==> src/hw/spi_port_params.svh <==
`ifndef SPI_PORT_PARAMS_SVH
`define SPI_PORT_PARAMS_SVH

// register indices on the plain register port
`define REG_CTRL 4'h0
`define REG_STATE 4'h1
`define REG_BUF 4'h2
`define REG_DIR_C 4'h3
`define REG_DIR_F 4'h4
`define REG_IRQ_FLAGS 4'h5
`define REG_IRQ_EN 4'h6
`define REG_IRQ_PRIO 4'h7
`define REG_CORE_IRQ 4'h8

// reset values
`define RST_CTRL 8'h00
`define RST_STATE 8'h00
`define RST_BUF 8'h00
`define RST_DIR 8'hff
`define RST_IRQ 8'h00
`define RST_PRIO 8'h7f

// field positions
`define BIT_DONE 3
`define BIT_DIR_SCK 3
`define BIT_DIR_SDO 5
`define BIT_DIR_SEL 7

// mode field codes
`define MODE_DIV4 4'h0
`define MODE_DIV16 4'h1
`define MODE_DIV64 4'h2
`define MODE_TIMER 4'h3
`define MODE_SLV_SEL 4'h4
`define MODE_SLV_FREE 4'h5

// system clock cycles per serial clock period, halved per toggle
`define SCK_DIV4 4
`define SCK_DIV16 16
`define SCK_DIV64 64
`define HALF_DIV4 (`SCK_DIV4 / 2)
`define HALF_DIV16 (`SCK_DIV16 / 2)
`define HALF_DIV64 (`SCK_DIV64 / 2)

// bit times per byte, counted in serial clock edges
`define EDGES_PER_BYTE 16
`endif

==> src/hw/spi_port_pkg.sv <==
package spi_port_pkg;
  typedef struct packed {
    logic write_collision_flag;
    logic ovf;
    logic en;
    logic cpol;
    logic [3:0] mode;
  } ctrl_type;

  typedef struct packed {
    logic input_sample_phase_bit;
    logic cke;
  } phase_type;

  typedef enum logic [0:0] {
    M_IDLE = 1'b0,
    M_RUN = 1'b1
  } mstate_type;
endpackage

==> src/hw/spi_edge_watch.sv <==
`timescale 1ns/10ps
module spi_edge_watch (
  // clock and reset
  input wire logic clk_i,
  input wire logic rst_n_i,
  // watched level and the idle flag that masks its edges
  input wire logic level_i,
  input wire logic idle_i,
  // edges
  output logic rise_o,
  output logic fall_o
);
  logic prev_ff;

  // follows level_i even while idle so enabling makes no false edge
  always_ff @(posedge clk_i or negedge rst_n_i) begin
    if (!rst_n_i) begin
      prev_ff <= 1'b1;
    end else begin
      prev_ff <= level_i;
    end
  end

  assign rise_o = level_i && !prev_ff && !idle_i;
  assign fall_o = !level_i && prev_ff && !idle_i;
endmodule // spi_edge_watch

==> src/hw/spi_master_slave_port.sv <==
// Functional notes
// software enables the port, and disables it around any reconfiguration
// software sets pin directions; data input direction is automatic
// a direction bit opposite to the serial need overrides that pin
// shift out on programmed edge, latch on the opposite edge
// master starts an eight bit transfer on buffer write
// master with data output as input keeps receiving bytes normally
// bytes go most significant bit first
// master rate is clock/4, /16, /64 or half the timer rate
// with edge select set, output is valid before the first edge
// slave shifts on external clock, flags done after eighth bit
// slave shift register keeps running while the device sleeps
// slave byte done in sleep sets flag and wakes if enabled
// select-controlled slave works and drives output only with select low
// select high releases the data output at once, even mid byte; the code releases it one clock later through sdo_oe_ff
// select high or port disable forces the bit counter to zero
// software picks select-controlled slave when edge select is set
// software keeps the select pin undriven and its latch high
// data output as input disables transmission, allowing receive only
// master transfer freezes during sleep and resumes after wake
// device reset disables the port and aborts any transfer
// standard modes map onto polarity and edge select bits
// control and status reset to zero
// mode field codes select master rates and slave variants
// polarity sets idle level; edge select picks the transmit edge
// sample bit moves master sampling to the end of output time
// busy buffer write sets collision; full flag clears on read
// timer pulse input toggles the serial clock in timer mode
`timescale 1ns/10ps
`include "spi_port_params.svh"
module spi_master_slave_port (
  // clock and reset
  input wire logic MCLK_I,
  input wire logic NRST_I,
  // register port
  input wire logic [3:0] ADDR_I,
  input wire logic [7:0] WDATA_I,
  input wire logic WR_I,
  input wire logic RD_I,
  output logic [7:0] RDATA_O,
  // system
  input wire logic SLEEP_I,
  input wire logic TIMER_PULSE_I,
  output logic WAKE_O,
  // serial pins
  input wire logic SCK_I,
  output logic SCK_O,
  output logic SCK_OE_O,
  input wire logic SDI_I,
  output logic SDO_O,
  output logic SDO_OE_O,
  input wire logic SEL_N_I
);
  import spi_port_pkg::*;

  spi_port_pkg::ctrl_type ctrl_ff;
  spi_port_pkg::phase_type phase_ff;
  spi_port_pkg::mstate_type mst_ff;
  logic [7:0] buf_ff, tx_ff, rx_ff, dir_c_ff, dir_f_ff;
  logic [7:0] irq_flags_ff, irq_en_ff, irq_prio_ff, core_irq_ff;
  logic [7:0] rdata_ff;
  logic bf_ff, sck_ff, sck_oe_ff, sdo_oe_ff, wake_ff;
  logic [4:0] edge_ff;
  logic [2:0] cnt_ff;
  logic is_master, is_slave, sel_on, slave_act, busy;
  logic wr_buf, write_collision_flag_ev, load, m_start, tick;
  logic [4:0] base, last;
  logic m_sample, m_shift, m_done;
  logic sck_in, s_rise, s_fall, s_lead, s_trail, s_sample, s_shift;
  logic s_done, done_ev, ovf_ev;
  logic sel_n;

  // mode decode; reserved codes leave the port inert
  assign is_master = ctrl_ff.en && ctrl_ff.mode <= `MODE_TIMER;
  assign is_slave = ctrl_ff.en && (ctrl_ff.mode == `MODE_SLV_SEL ||
                                   ctrl_ff.mode == `MODE_SLV_FREE);
  // pins whose direction bit disagrees lose their serial role
  assign sel_n = dir_f_ff[`BIT_DIR_SEL] ? SEL_N_I : 1'b1;
  assign sck_in = dir_c_ff[`BIT_DIR_SCK] ? SCK_I : ctrl_ff.cpol;
  assign sel_on = ctrl_ff.mode == `MODE_SLV_FREE || !sel_n;
  assign slave_act = is_slave && sel_on;
  assign busy = mst_ff == M_RUN || (is_slave && cnt_ff != 3'h0);

  // buffer writes
  assign wr_buf = WR_I && ADDR_I == `REG_BUF;
  assign write_collision_flag_ev = wr_buf && busy;
  assign load = wr_buf && !busy;
  assign m_start = load && is_master;

  // master engine: edge_ff counts serial clock half periods
  spi_rate_gen u_rate (
    .clk_i(MCLK_I),
    .rst_n_i(NRST_I),
    .run_i(mst_ff == M_RUN && !SLEEP_I),
    .sel_i(ctrl_ff.mode[1:0]),
    .timer_pulse_i(TIMER_PULSE_I),
    .tick_o(tick)
  );

  // first sample edge: leading with edge select set, trailing otherwise,
  // pushed one half period later by the sample bit
  assign base = 5'({4'h0, !phase_ff.cke}) + 5'({4'h0, phase_ff.input_sample_phase_bit});
  assign last = (base == 5'd0) ? 5'd15 : base + 5'd14; // keep 16th edge
  assign m_sample = tick && edge_ff >= base && edge_ff[0] == base[0];
  assign m_shift = tick && edge_ff[0] == phase_ff.cke && edge_ff != 5'd0 &&
                   edge_ff < 5'd15;
  assign m_done = tick && edge_ff == last;

  always_ff @(posedge MCLK_I or negedge NRST_I) begin
    if (!NRST_I) begin
      mst_ff <= M_IDLE;
      edge_ff <= 5'd0;
    end else if (!is_master) begin
      mst_ff <= M_IDLE;
      edge_ff <= 5'd0;
    end else begin
      unique case (mst_ff)
        M_IDLE: begin
          edge_ff <= 5'd0;
          if (m_start) begin
            mst_ff <= M_RUN;
          end
        end
        M_RUN: begin
          if (m_done) begin
            mst_ff <= M_IDLE;
            edge_ff <= 5'd0;
          end else if (tick) begin
            edge_ff <= edge_ff + 5'd1;
          end
        end
      endcase
    end
  end

  // serial clock idles at the polarity level
  always_ff @(posedge MCLK_I or negedge NRST_I) begin
    if (!NRST_I) begin
      sck_ff <= 1'b0;
    end else if (mst_ff != M_RUN) begin
      sck_ff <= ctrl_ff.cpol;
    end else if (tick && edge_ff < 5'(`EDGES_PER_BYTE)) begin
      sck_ff <= !sck_ff;
    end
  end

  // slave engine on the external clock
  spi_edge_watch u_sck_edge (
    .clk_i(MCLK_I),
    .rst_n_i(NRST_I),
    .level_i(sck_in),
    .idle_i(!slave_act),
    .rise_o(s_rise),
    .fall_o(s_fall)
  );

  assign s_lead = ctrl_ff.cpol ? s_fall : s_rise;
  assign s_trail = ctrl_ff.cpol ? s_rise : s_fall;
  assign s_sample = phase_ff.cke ? s_lead : s_trail;
  assign s_shift = (phase_ff.cke ? s_trail : s_lead) && cnt_ff != 3'h0;
  assign s_done = s_sample && cnt_ff == 3'h7;

  // edges keep counting whatever SLEEP_I says
  always_ff @(posedge MCLK_I or negedge NRST_I) begin
    if (!NRST_I) begin
      cnt_ff <= 3'h0;
    end else if (!slave_act) begin
      cnt_ff <= 3'h0;
    end else if (s_sample) begin
      cnt_ff <= cnt_ff + 3'h1;
    end
  end

  // receive shifter, shared by both roles
  always_ff @(posedge MCLK_I or negedge NRST_I) begin
    if (!NRST_I) begin
      rx_ff <= 8'h00;
    end else if (m_sample || (slave_act && s_sample)) begin
      rx_ff <= {rx_ff[6:0], SDI_I};
    end
  end

  // transmit shifter: bit 7 is on the pin from load onward
  always_ff @(posedge MCLK_I or negedge NRST_I) begin
    if (!NRST_I) begin
      tx_ff <= 8'h00;
    end else if (load) begin
      tx_ff <= WDATA_I;
    end else if (m_shift || (slave_act && s_shift)) begin
      tx_ff <= {tx_ff[6:0], 1'b0};
    end
  end

  assign done_ev = m_done || (slave_act && s_done);
  // a slave byte ending over an unread buffer is lost; master never overflows
  assign ovf_ev = slave_act && s_done && bf_ff;

  // buffer and full flag; the set beats a same-cycle read
  always_ff @(posedge MCLK_I or negedge NRST_I) begin
    if (!NRST_I) begin
      buf_ff <= `RST_BUF;
      bf_ff <= 1'b0;
    end else begin
      if (done_ev && !ovf_ev) begin
        buf_ff <= (m_done && !m_sample) ? rx_ff : {rx_ff[6:0], SDI_I};
      end else if (load) begin
        buf_ff <= WDATA_I;
      end
      if (done_ev && !ovf_ev) begin
        bf_ff <= 1'b1;
      end else if (RD_I && ADDR_I == `REG_BUF) begin
        bf_ff <= 1'b0;
      end
    end
  end

  // control register; collision and overflow are set-wins sticky
  always_ff @(posedge MCLK_I or negedge NRST_I) begin
    if (!NRST_I) begin
      ctrl_ff <= `RST_CTRL;
    end else begin
      if (WR_I && ADDR_I == `REG_CTRL) begin
        ctrl_ff <= WDATA_I;
      end
      if (write_collision_flag_ev) begin
        ctrl_ff.write_collision_flag <= 1'b1;
      end
      if (ovf_ev) begin
        ctrl_ff.ovf <= 1'b1;
      end
    end
  end

  always_ff @(posedge MCLK_I or negedge NRST_I) begin
    if (!NRST_I) begin
      phase_ff <= 2'h0;
    end else if (WR_I && ADDR_I == `REG_STATE) begin
      phase_ff <= WDATA_I[7:6];
    end
  end

  // direction and interrupt side registers
  always_ff @(posedge MCLK_I or negedge NRST_I) begin
    if (!NRST_I) begin
      dir_c_ff <= `RST_DIR;
      dir_f_ff <= `RST_DIR;
      irq_en_ff <= `RST_IRQ;
      irq_prio_ff <= `RST_PRIO;
      core_irq_ff <= `RST_IRQ;
    end else if (WR_I) begin
      if (ADDR_I == `REG_DIR_C) begin
        dir_c_ff <= WDATA_I;
      end
      if (ADDR_I == `REG_DIR_F) begin
        dir_f_ff <= WDATA_I;
      end
      if (ADDR_I == `REG_IRQ_EN) begin
        irq_en_ff <= WDATA_I;
      end
      if (ADDR_I == `REG_IRQ_PRIO) begin
        irq_prio_ff <= WDATA_I;
      end
      if (ADDR_I == `REG_CORE_IRQ) begin
        core_irq_ff <= WDATA_I;
      end
    end
  end

  always_ff @(posedge MCLK_I or negedge NRST_I) begin
    if (!NRST_I) begin
      irq_flags_ff <= `RST_IRQ;
    end else begin
      if (WR_I && ADDR_I == `REG_IRQ_FLAGS) begin
        irq_flags_ff <= WDATA_I;
      end
      if (done_ev) begin
        irq_flags_ff[`BIT_DONE] <= 1'b1;
      end
    end
  end

  // wake request only matters while asleep
  always_ff @(posedge MCLK_I or negedge NRST_I) begin
    if (!NRST_I) begin
      wake_ff <= 1'b0;
    end else begin
      wake_ff <= SLEEP_I && irq_flags_ff[`BIT_DONE] &&
                 irq_en_ff[`BIT_DONE];
    end
  end

  // pin enables; registered, so release lags select by one clock
  always_ff @(posedge MCLK_I or negedge NRST_I) begin
    if (!NRST_I) begin
      sck_oe_ff <= 1'b0;
      sdo_oe_ff <= 1'b0;
    end else begin
      sck_oe_ff <= is_master && !dir_c_ff[`BIT_DIR_SCK];
      sdo_oe_ff <= !dir_c_ff[`BIT_DIR_SDO] &&
                   (is_master || slave_act);
    end
  end

  // read data one cycle after the strobe
  always_ff @(posedge MCLK_I or negedge NRST_I) begin
    if (!NRST_I) begin
      rdata_ff <= 8'h00;
    end else if (RD_I) begin
      unique case (ADDR_I)
        `REG_CTRL: rdata_ff <= ctrl_ff;
        `REG_STATE: rdata_ff <= {phase_ff, 5'h00, bf_ff};
        `REG_BUF: rdata_ff <= buf_ff;
        `REG_DIR_C: rdata_ff <= dir_c_ff;
        `REG_DIR_F: rdata_ff <= dir_f_ff;
        `REG_IRQ_FLAGS: rdata_ff <= irq_flags_ff;
        `REG_IRQ_EN: rdata_ff <= irq_en_ff;
        `REG_IRQ_PRIO: rdata_ff <= irq_prio_ff;
        `REG_CORE_IRQ: rdata_ff <= core_irq_ff;
        default: rdata_ff <= 8'h00;
      endcase
    end else begin
      rdata_ff <= 8'h00;
    end
  end

  assign RDATA_O = rdata_ff;
  assign WAKE_O = wake_ff;
  assign SCK_O = sck_ff;
  assign SCK_OE_O = sck_oe_ff;
  assign SDO_O = tx_ff[7];
  assign SDO_OE_O = sdo_oe_ff;
endmodule // spi_master_slave_port

==> src/hw/spi_rate_gen.sv <==
`timescale 1ns/10ps
`include "spi_port_params.svh"
module spi_rate_gen (
  // clock and reset
  input wire logic clk_i,
  input wire logic rst_n_i,
  // control
  input wire logic run_i,
  input wire logic [1:0] sel_i,
  input wire logic timer_pulse_i,
  // half period strobe
  output logic tick_o
);
  logic [7:0] cnt_ff;
  logic [7:0] limit;

  always_comb begin
    unique case (sel_i)
      2'h0: limit = 8'(`HALF_DIV4 - 1);
      2'h1: limit = 8'(`HALF_DIV16 - 1);
      2'h2: limit = 8'(`HALF_DIV64 - 1);
      2'h3: limit = 8'h00;
    endcase
  end

  // counter restarts with every byte so the first half period is full
  always_ff @(posedge clk_i or negedge rst_n_i) begin
    if (!rst_n_i) begin
      cnt_ff <= 8'h00;
    end else if (!run_i || cnt_ff == limit) begin
      cnt_ff <= 8'h00;
    end else begin
      cnt_ff <= cnt_ff + 8'h01;
    end
  end

  always_comb begin
    if (sel_i == 2'h3) begin
      tick_o = run_i && timer_pulse_i;
    end else begin
      tick_o = run_i && cnt_ff == limit;
    end
  end
endmodule // spi_rate_gen

==> config.mk <==
export PLATFORM = sky130hd
export DESIGN_NAME = spi_master_slave_port
export DESIGN_NICKNAME = d
export VERILOG_FILES = /design/src/hw/spi_port_pkg.sv /design/src/hw/spi_edge_watch.sv /design/src/hw/spi_master_slave_port.sv /design/src/hw/spi_rate_gen.sv
export VERILOG_INCLUDE_DIRS = /design/src /design/src/hw
export SDC_FILE = /design/constraint.sdc
export NUM_CORES = 1
export LEC_CHECK = 0
export BUFFER_PORTS_ARGS = -buffer_cell sky130_fd_sc_hd__buf_4
export CAP_MARGIN = 20
export CORE_MARGIN = 2
export CORE_UTILIZATION = 50
export DETAILED_ROUTE_END_ITERATION = 16
export MAX_ROUTING_LAYER = met4
export PLACE_DENSITY = 0.79
export SYNTH_ARGS = -nofsm -noshare
export SYNTH_HDL_FRONTEND = slang
export SYNTH_SLANG_ARGS = --single-unit
==> constraint.sdc <==
create_clock -name MCLK_I -period 2.4 [get_ports MCLK_I]
set_input_delay 0.36 -clock MCLK_I [delete_from_list [all_inputs] [get_ports MCLK_I]]
set_output_delay 0.36 -clock MCLK_I [all_outputs]
set_load 0.01 [all_outputs]
[After elaboration in Yosys (flattened, before gate mapping)]
Cells that the tools add are included.
Word-level totals
  output and inout bits: 13
  register bits after elaboration: 113
Operators by class
  mux-type cells: 36
  reductions and logical operators: 74
  eq/ne operators: 21
  add/sub/neg operators: 5
  order comparisons: 4
  bitwise logic cells: 1
Operator list (count)
  case mux 8 bit (9 select lines): 1
  2-to-1 mux 8 bit: 8
  logical AND 1 bit: 38
  case mux 8 bit (4 select lines): 1
  == test 4 x 3 -> 1 bit (second input constant): 6
  2-to-1 mux 5 bit: 4
  2-to-1 mux 1 bit: 17
  zero test 1 bit: 12
  nonzero test 2 bit: 6
  case mux 5 bit (2 select lines): 1
  AND reduction 2 bit: 5
  adder 8 x 1 -> 8 bit (second input constant): 1
  == test 4 x 2 -> 1 bit (second input constant): 2
  == test 8 bit: 1
  logical OR 1 bit: 8
  2-to-1 mux 3 bit: 2
  adder 2 x 4 -> 5 bit (second input constant): 1
  adder 5 x 1 -> 5 bit (second input constant): 1
  == test 5 bit: 1
  >= comparator 5 x 2 -> 1 bit: 1
  zero test 5 bit: 1
  < comparator 5 x 4 -> 1 bit (second input constant): 1
  < comparator 5 bit (second input constant): 1
  nonzero test 5 bit: 1
  other kinds (17): 20

[Depth between registers and ports, before layout]
  depth in word-level cells: 13
  gate-level depth with buffers: 11
  mapped depth without buffers: 10

[Modules after synthesis]
A second synthesis with hierarchy kept.
Second synthesis, totals
  cells, all modules: 473
  area, all modules: 5639.2 µm²
By module, submodules not included
  spi_master_slave_port: cells each 424, instances 1, area an instance 5116.2 µm², sequential area each 2631.3 µm²
  spi_rate_gen: cells each 46, instances 1, area an instance 481.7 µm², sequential area each 200.2 µm²
  spi_edge_watch: cells each 3, instances 1, area an instance 41.3 µm², sequential area each 26.3 µm²

[Worst setup path before layout]
Ideal clock, no wire load.
  path type: register to register
  from: register ctrl_ff[0] (netlist bit)
  to: register rx_ff[0]
  stages on the path, launching flop included: 9
  setup slack: -43 ps
  data arrival time: 2318 ps
  clock period less this slack: 2443 ps
  required time: 2275 ps
  cells stage by stage: dfrtp_1 -> inv_1 -> ha_1 -> or3_4 -> a2111oi_4 -> a32oi_2 -> buf_2 -> o21bai_4 -> mux2_2
On the way
  word-level cells in the longest chain between the ends: 9
  elaborated cells on any way between the ends: 23
  those cells by class: 6 x eq/ne; 5 x mux; 12 x reduce/logical
Ends and longest elaborated chain
  from (decl): RTL line spi_master_slave_port.sv:56  | spi_port_pkg::ctrl_type ctrl_ff;
  from (signal assigned): RTL line spi_master_slave_port.sv:220  | ctrl_ff <= `RST_CTRL;
  parallel branches: the longest is 8 deep, another holds case mux 8 bit (4 select lines)
  logical OR 1 bit (*): RTL line spi_master_slave_port.sv:178  | end else if (m_sample || (slave_act && s_sample)) begin
  to (signal assigned): RTL line spi_master_slave_port.sv:179  | rx_ff <= {rx_ff[6:0], SDI_I};
  to (decl): RTL line spi_master_slave_port.sv:59  | logic [7:0] buf_ff, tx_ff, rx_ff, dir_c_ff, dir_f_ff;
Mark *: on every way between the ends. The select of a mux whose other input is x is not followed.
A chain may end at the register's enable or synchronous reset.

[Worst setup path after layout]
  from: register ctrl_ff[0] (netlist bit)
  to: register buf_ff[3]
On the way
  word-level cells in the longest chain between the ends: 13
  elaborated cells on any way between the ends: 37
  those cells by class: 6 x eq/ne; 7 x mux; 24 x reduce/logical
Ends and longest elaborated chain
  parallel branches: the longest is 13 deep, another holds case mux 8 bit (4 select lines)
  to (signal assigned): RTL line spi_master_slave_port.sv:201  | buf_ff <= `RST_BUF;
  to (signal assigned): RTL line spi_master_slave_port.sv:205  | buf_ff <= (m_done && !m_sample) ? rx_ff : {rx_ff[6:0], SDI_I};
  to (decl): RTL line spi_master_slave_port.sv:59
Several ways; the timed one is not identified. The select of a mux whose other input is x is not followed.

==> metrics.cfg <==
[run_status]
status=complete, no violations

[synthesis]
netlist_instances=478
yosysWarnings=0
syn_area_per_cell_um2=11.7
yosysSeqAreaShare=0.512
synth_edf_count=0
syn_nets=512
async_reset_ff_frac=1.00
ys_ff_latch=113
synth_area_leader_cell=dfrtp_1
syn-cell-area_mm2=0.00558
yosys-top-cells-area=dfrtp_1 (40%), mux2_2 (13%), dfstp_2 (11%)
yosys_most_used_dff=dfrtp_1
ys_types=59
synth_top_area_share=0.399

[floorplan]
initial_core_util=0.514
io_pins=34
rows=38
die_y_um=110
die_x_um=110
core_area_mm2=0.0108
die_area_mm2=0.0120

[pwr]
power.internal_w=0.00467
powerDensity_mw_per_mm2=905
peakVddDrop_mv=0.516
swShare=0.243
p_clk_frac=0.454
p_sw_w=0.00150
p_leak_nw=3.07
p_seq_frac=0.406
p_comb_frac=0.140

[route]
antenna_left=0
vias=4226
routed_via_density=6.11
routedWlPerCell_um=19.9
drtIter0Drc=508
first_pass_iters=5
remaining_drc_errors=0
wirelength_mm=13.8

[sta]
fmax_mhz=421
hold_violations=0
skew_ns=0.0149
final.setup.worst_slack_ns=0.0260
worst_pin_slew_ns=0.694
fin_crit_sh=0.989
setup-violations-final=0
slew_violations=0
relSlewSlack=0.534
rsz0062_at_grt=true
min_period_ns=2.37
timing.setup.tns_ns=0

[placed_design]
dp_hpwl_mm=9.38
dp_slack_ns=0.0208
port_buffers=33
place_inst=655
gp_congestion=0.948

[grt]
grt_pass1_wl_mm=21.5
antenna_found_initial=0
globalRoute.totalOverflow=0
grt_max_degree=42
track_usage=0.249
grt_pass1_vias=4120

[clocking]
clk_latency_ns=0.53
cts_root_buffer=clkbuf_8
cts_tree=done
htree_levels=4
cts.sinks=113
numCtsBuffers=17
clk_pin_slew_ns=0.06
cts_buffer_depth=2

[layout]
syn2layout_area_growth_pct=22.3
drive_gt1_frac=0.350
nets=573
antenna-diode-count=0
fin_cells=692

[worst_setup_path]
setup.worst_path.class=reg -> reg
crit_path_end_kind=flop
cp.arrival_ns=2.82
worst_setup_path_start_kind=flop
cp.required_ns=2.85
path_max_fanout=5

[min_path]
hold_class=in -> reg

[flow_run]
maxCapViolations=0

==> worst max-delay path: stages, from the launching register on <==
cell and delay (ns):
dfrtp_1 0.38, inv_2 0.05, ha_2 0.18, or3_4 0.34
a2111oi_4 0.47, a32o_2 0.27, nand2_2 0.10, mux2_4 0.33
mux2i_1 0.18
==> power groups by stage <==
stage | Sequential (W) | Combinational (W) | Clock, W
2_1_floorplan | 0.00246 | 0.000546 | 0
3_3_place_gp | 0.00251 | 0.000793 | 0
3_5_place_dp | 0.00252 | 0.000828 | 0
4_1_cts | 0.00250 | 0.000843 | 0.00282
5_1_grt | 0.00254 | 0.000935 | 0.00293
6_report | 0.00251 | 0.000863 | 0.00280
==> timing repair <==
item                                    in CTS  in global routing
hold endpoints to repair                    23                  0
resized for setup                            2                  7
pin swaps                                    0                  5
hold buffers                                 1                  0
buffers inserted                             0                  3
endpoints found under the setup margin       1                 25
gates cloned                                 0                  1
==> layout make-up <==
class | instances | area [µm²]
Clock inverter | 11 | 208
Multi-Input combinational cell | 340 | 2660
Sequential cell | 113 | 2860
Inverter | 12 | 45.0
Fill cell | 806 | 4020
Timing Repair Buffer | 55 | 428
Tap cell | 140 | 175
Clock buffer | 21 | 449
==> cell usage after synthesis (3+ instances only) <==
cell type	instances
dfrtp_1	89
mux2_2	64
nor2_1	36
nand2_1	35
dfstp_2	24
mux2i_1	23
a21oi_1	20
nand3_1	17
ha_1	13
o21ai_0	13
and2_1	11
inv_1	11
a22oi_1	10
nor3_1	9
a221o_1	8
clkbuf_1	8
nor2b_1	7
a222oi_1	6
xor2_1	6
a211oi_1	5
and3_1	5
nand2b_1	4
a221oi_1	3
buf_2	3
nor3b_1	3
or3_1	3
xnor2_1	3
==> cells by family (layout without fill, tap and decap cells) <==
logic type	count (synthesis)	count (layout)	share of synthesized area
simple gates	143	143	0.131
flops	113	113	0.512
mux	88	89	0.173
compound gates	86	86	0.121
buf+inv	26	99	0.0195
fa+ha+maj	13	13	0.0292
xor+xnor	9	9	0.0141
==> worst paths after layout <==
kind	startpoint	to	slack (ns)	cells after the start
max	ctrl_ff[0]	buf_ff[3]	0.03	8
min	SDI_I	rx_ff[0]	0.07	2
max reg2reg	ctrl_ff[0]	buf_ff[3]	0.03	8
min reg2reg	irq_flags_ff[4]	irq_flags_ff[4]	0.51	1
max in group asynchronous	NRST_I	dir_c_ff[4]	1.35	3
min in group asynchronous	NRST_I	irq_prio_ff[7]	0.35	2
==> through the flow <==
stage	total power, W	hold WS (ns)	util	cell area [µm²]
2_1_floorplan	0.00300	0.0644	-	5580
3_3_place_gp	0.00330	0.353	0.561	6080
3_5_place_dp	0.00335	0.353	0.561	6080
4_1_cts	0.00617	0.0602	0.624	6760
5_1_grt	0.00640	0.0661	0.629	6820
6_report	0.00617	0.0687	0.629	6820
==> placed cells by master (no fill, tap or decap), drive strengths merged, types with 12 or more instances in the layout <==
cell and count:
a21oi 22, mux2i 23, clkbuf 21, mux2 66
nand3 18, buf 54, nor2 37, inv 12
ha 13, dfstp 24, nand2 36, dfrtp 89
o21ai 14
==> metal layers <==
| metal | vias up | GRT usage | wire length (µm) |
|---|---|---|---|
| met2 | 158 | 0.391 | 6780 |
| met1 | 2148 | 0.307 | 5800 |
| li1 | 1892 | - | - |
| met3 | 28 | 0.0634 | 855 |
| met5 | - | - | 0 |
| met4 | 0 | 0.103 | 360 |
No activity file was read; power rests on OpenSTA's default activity.
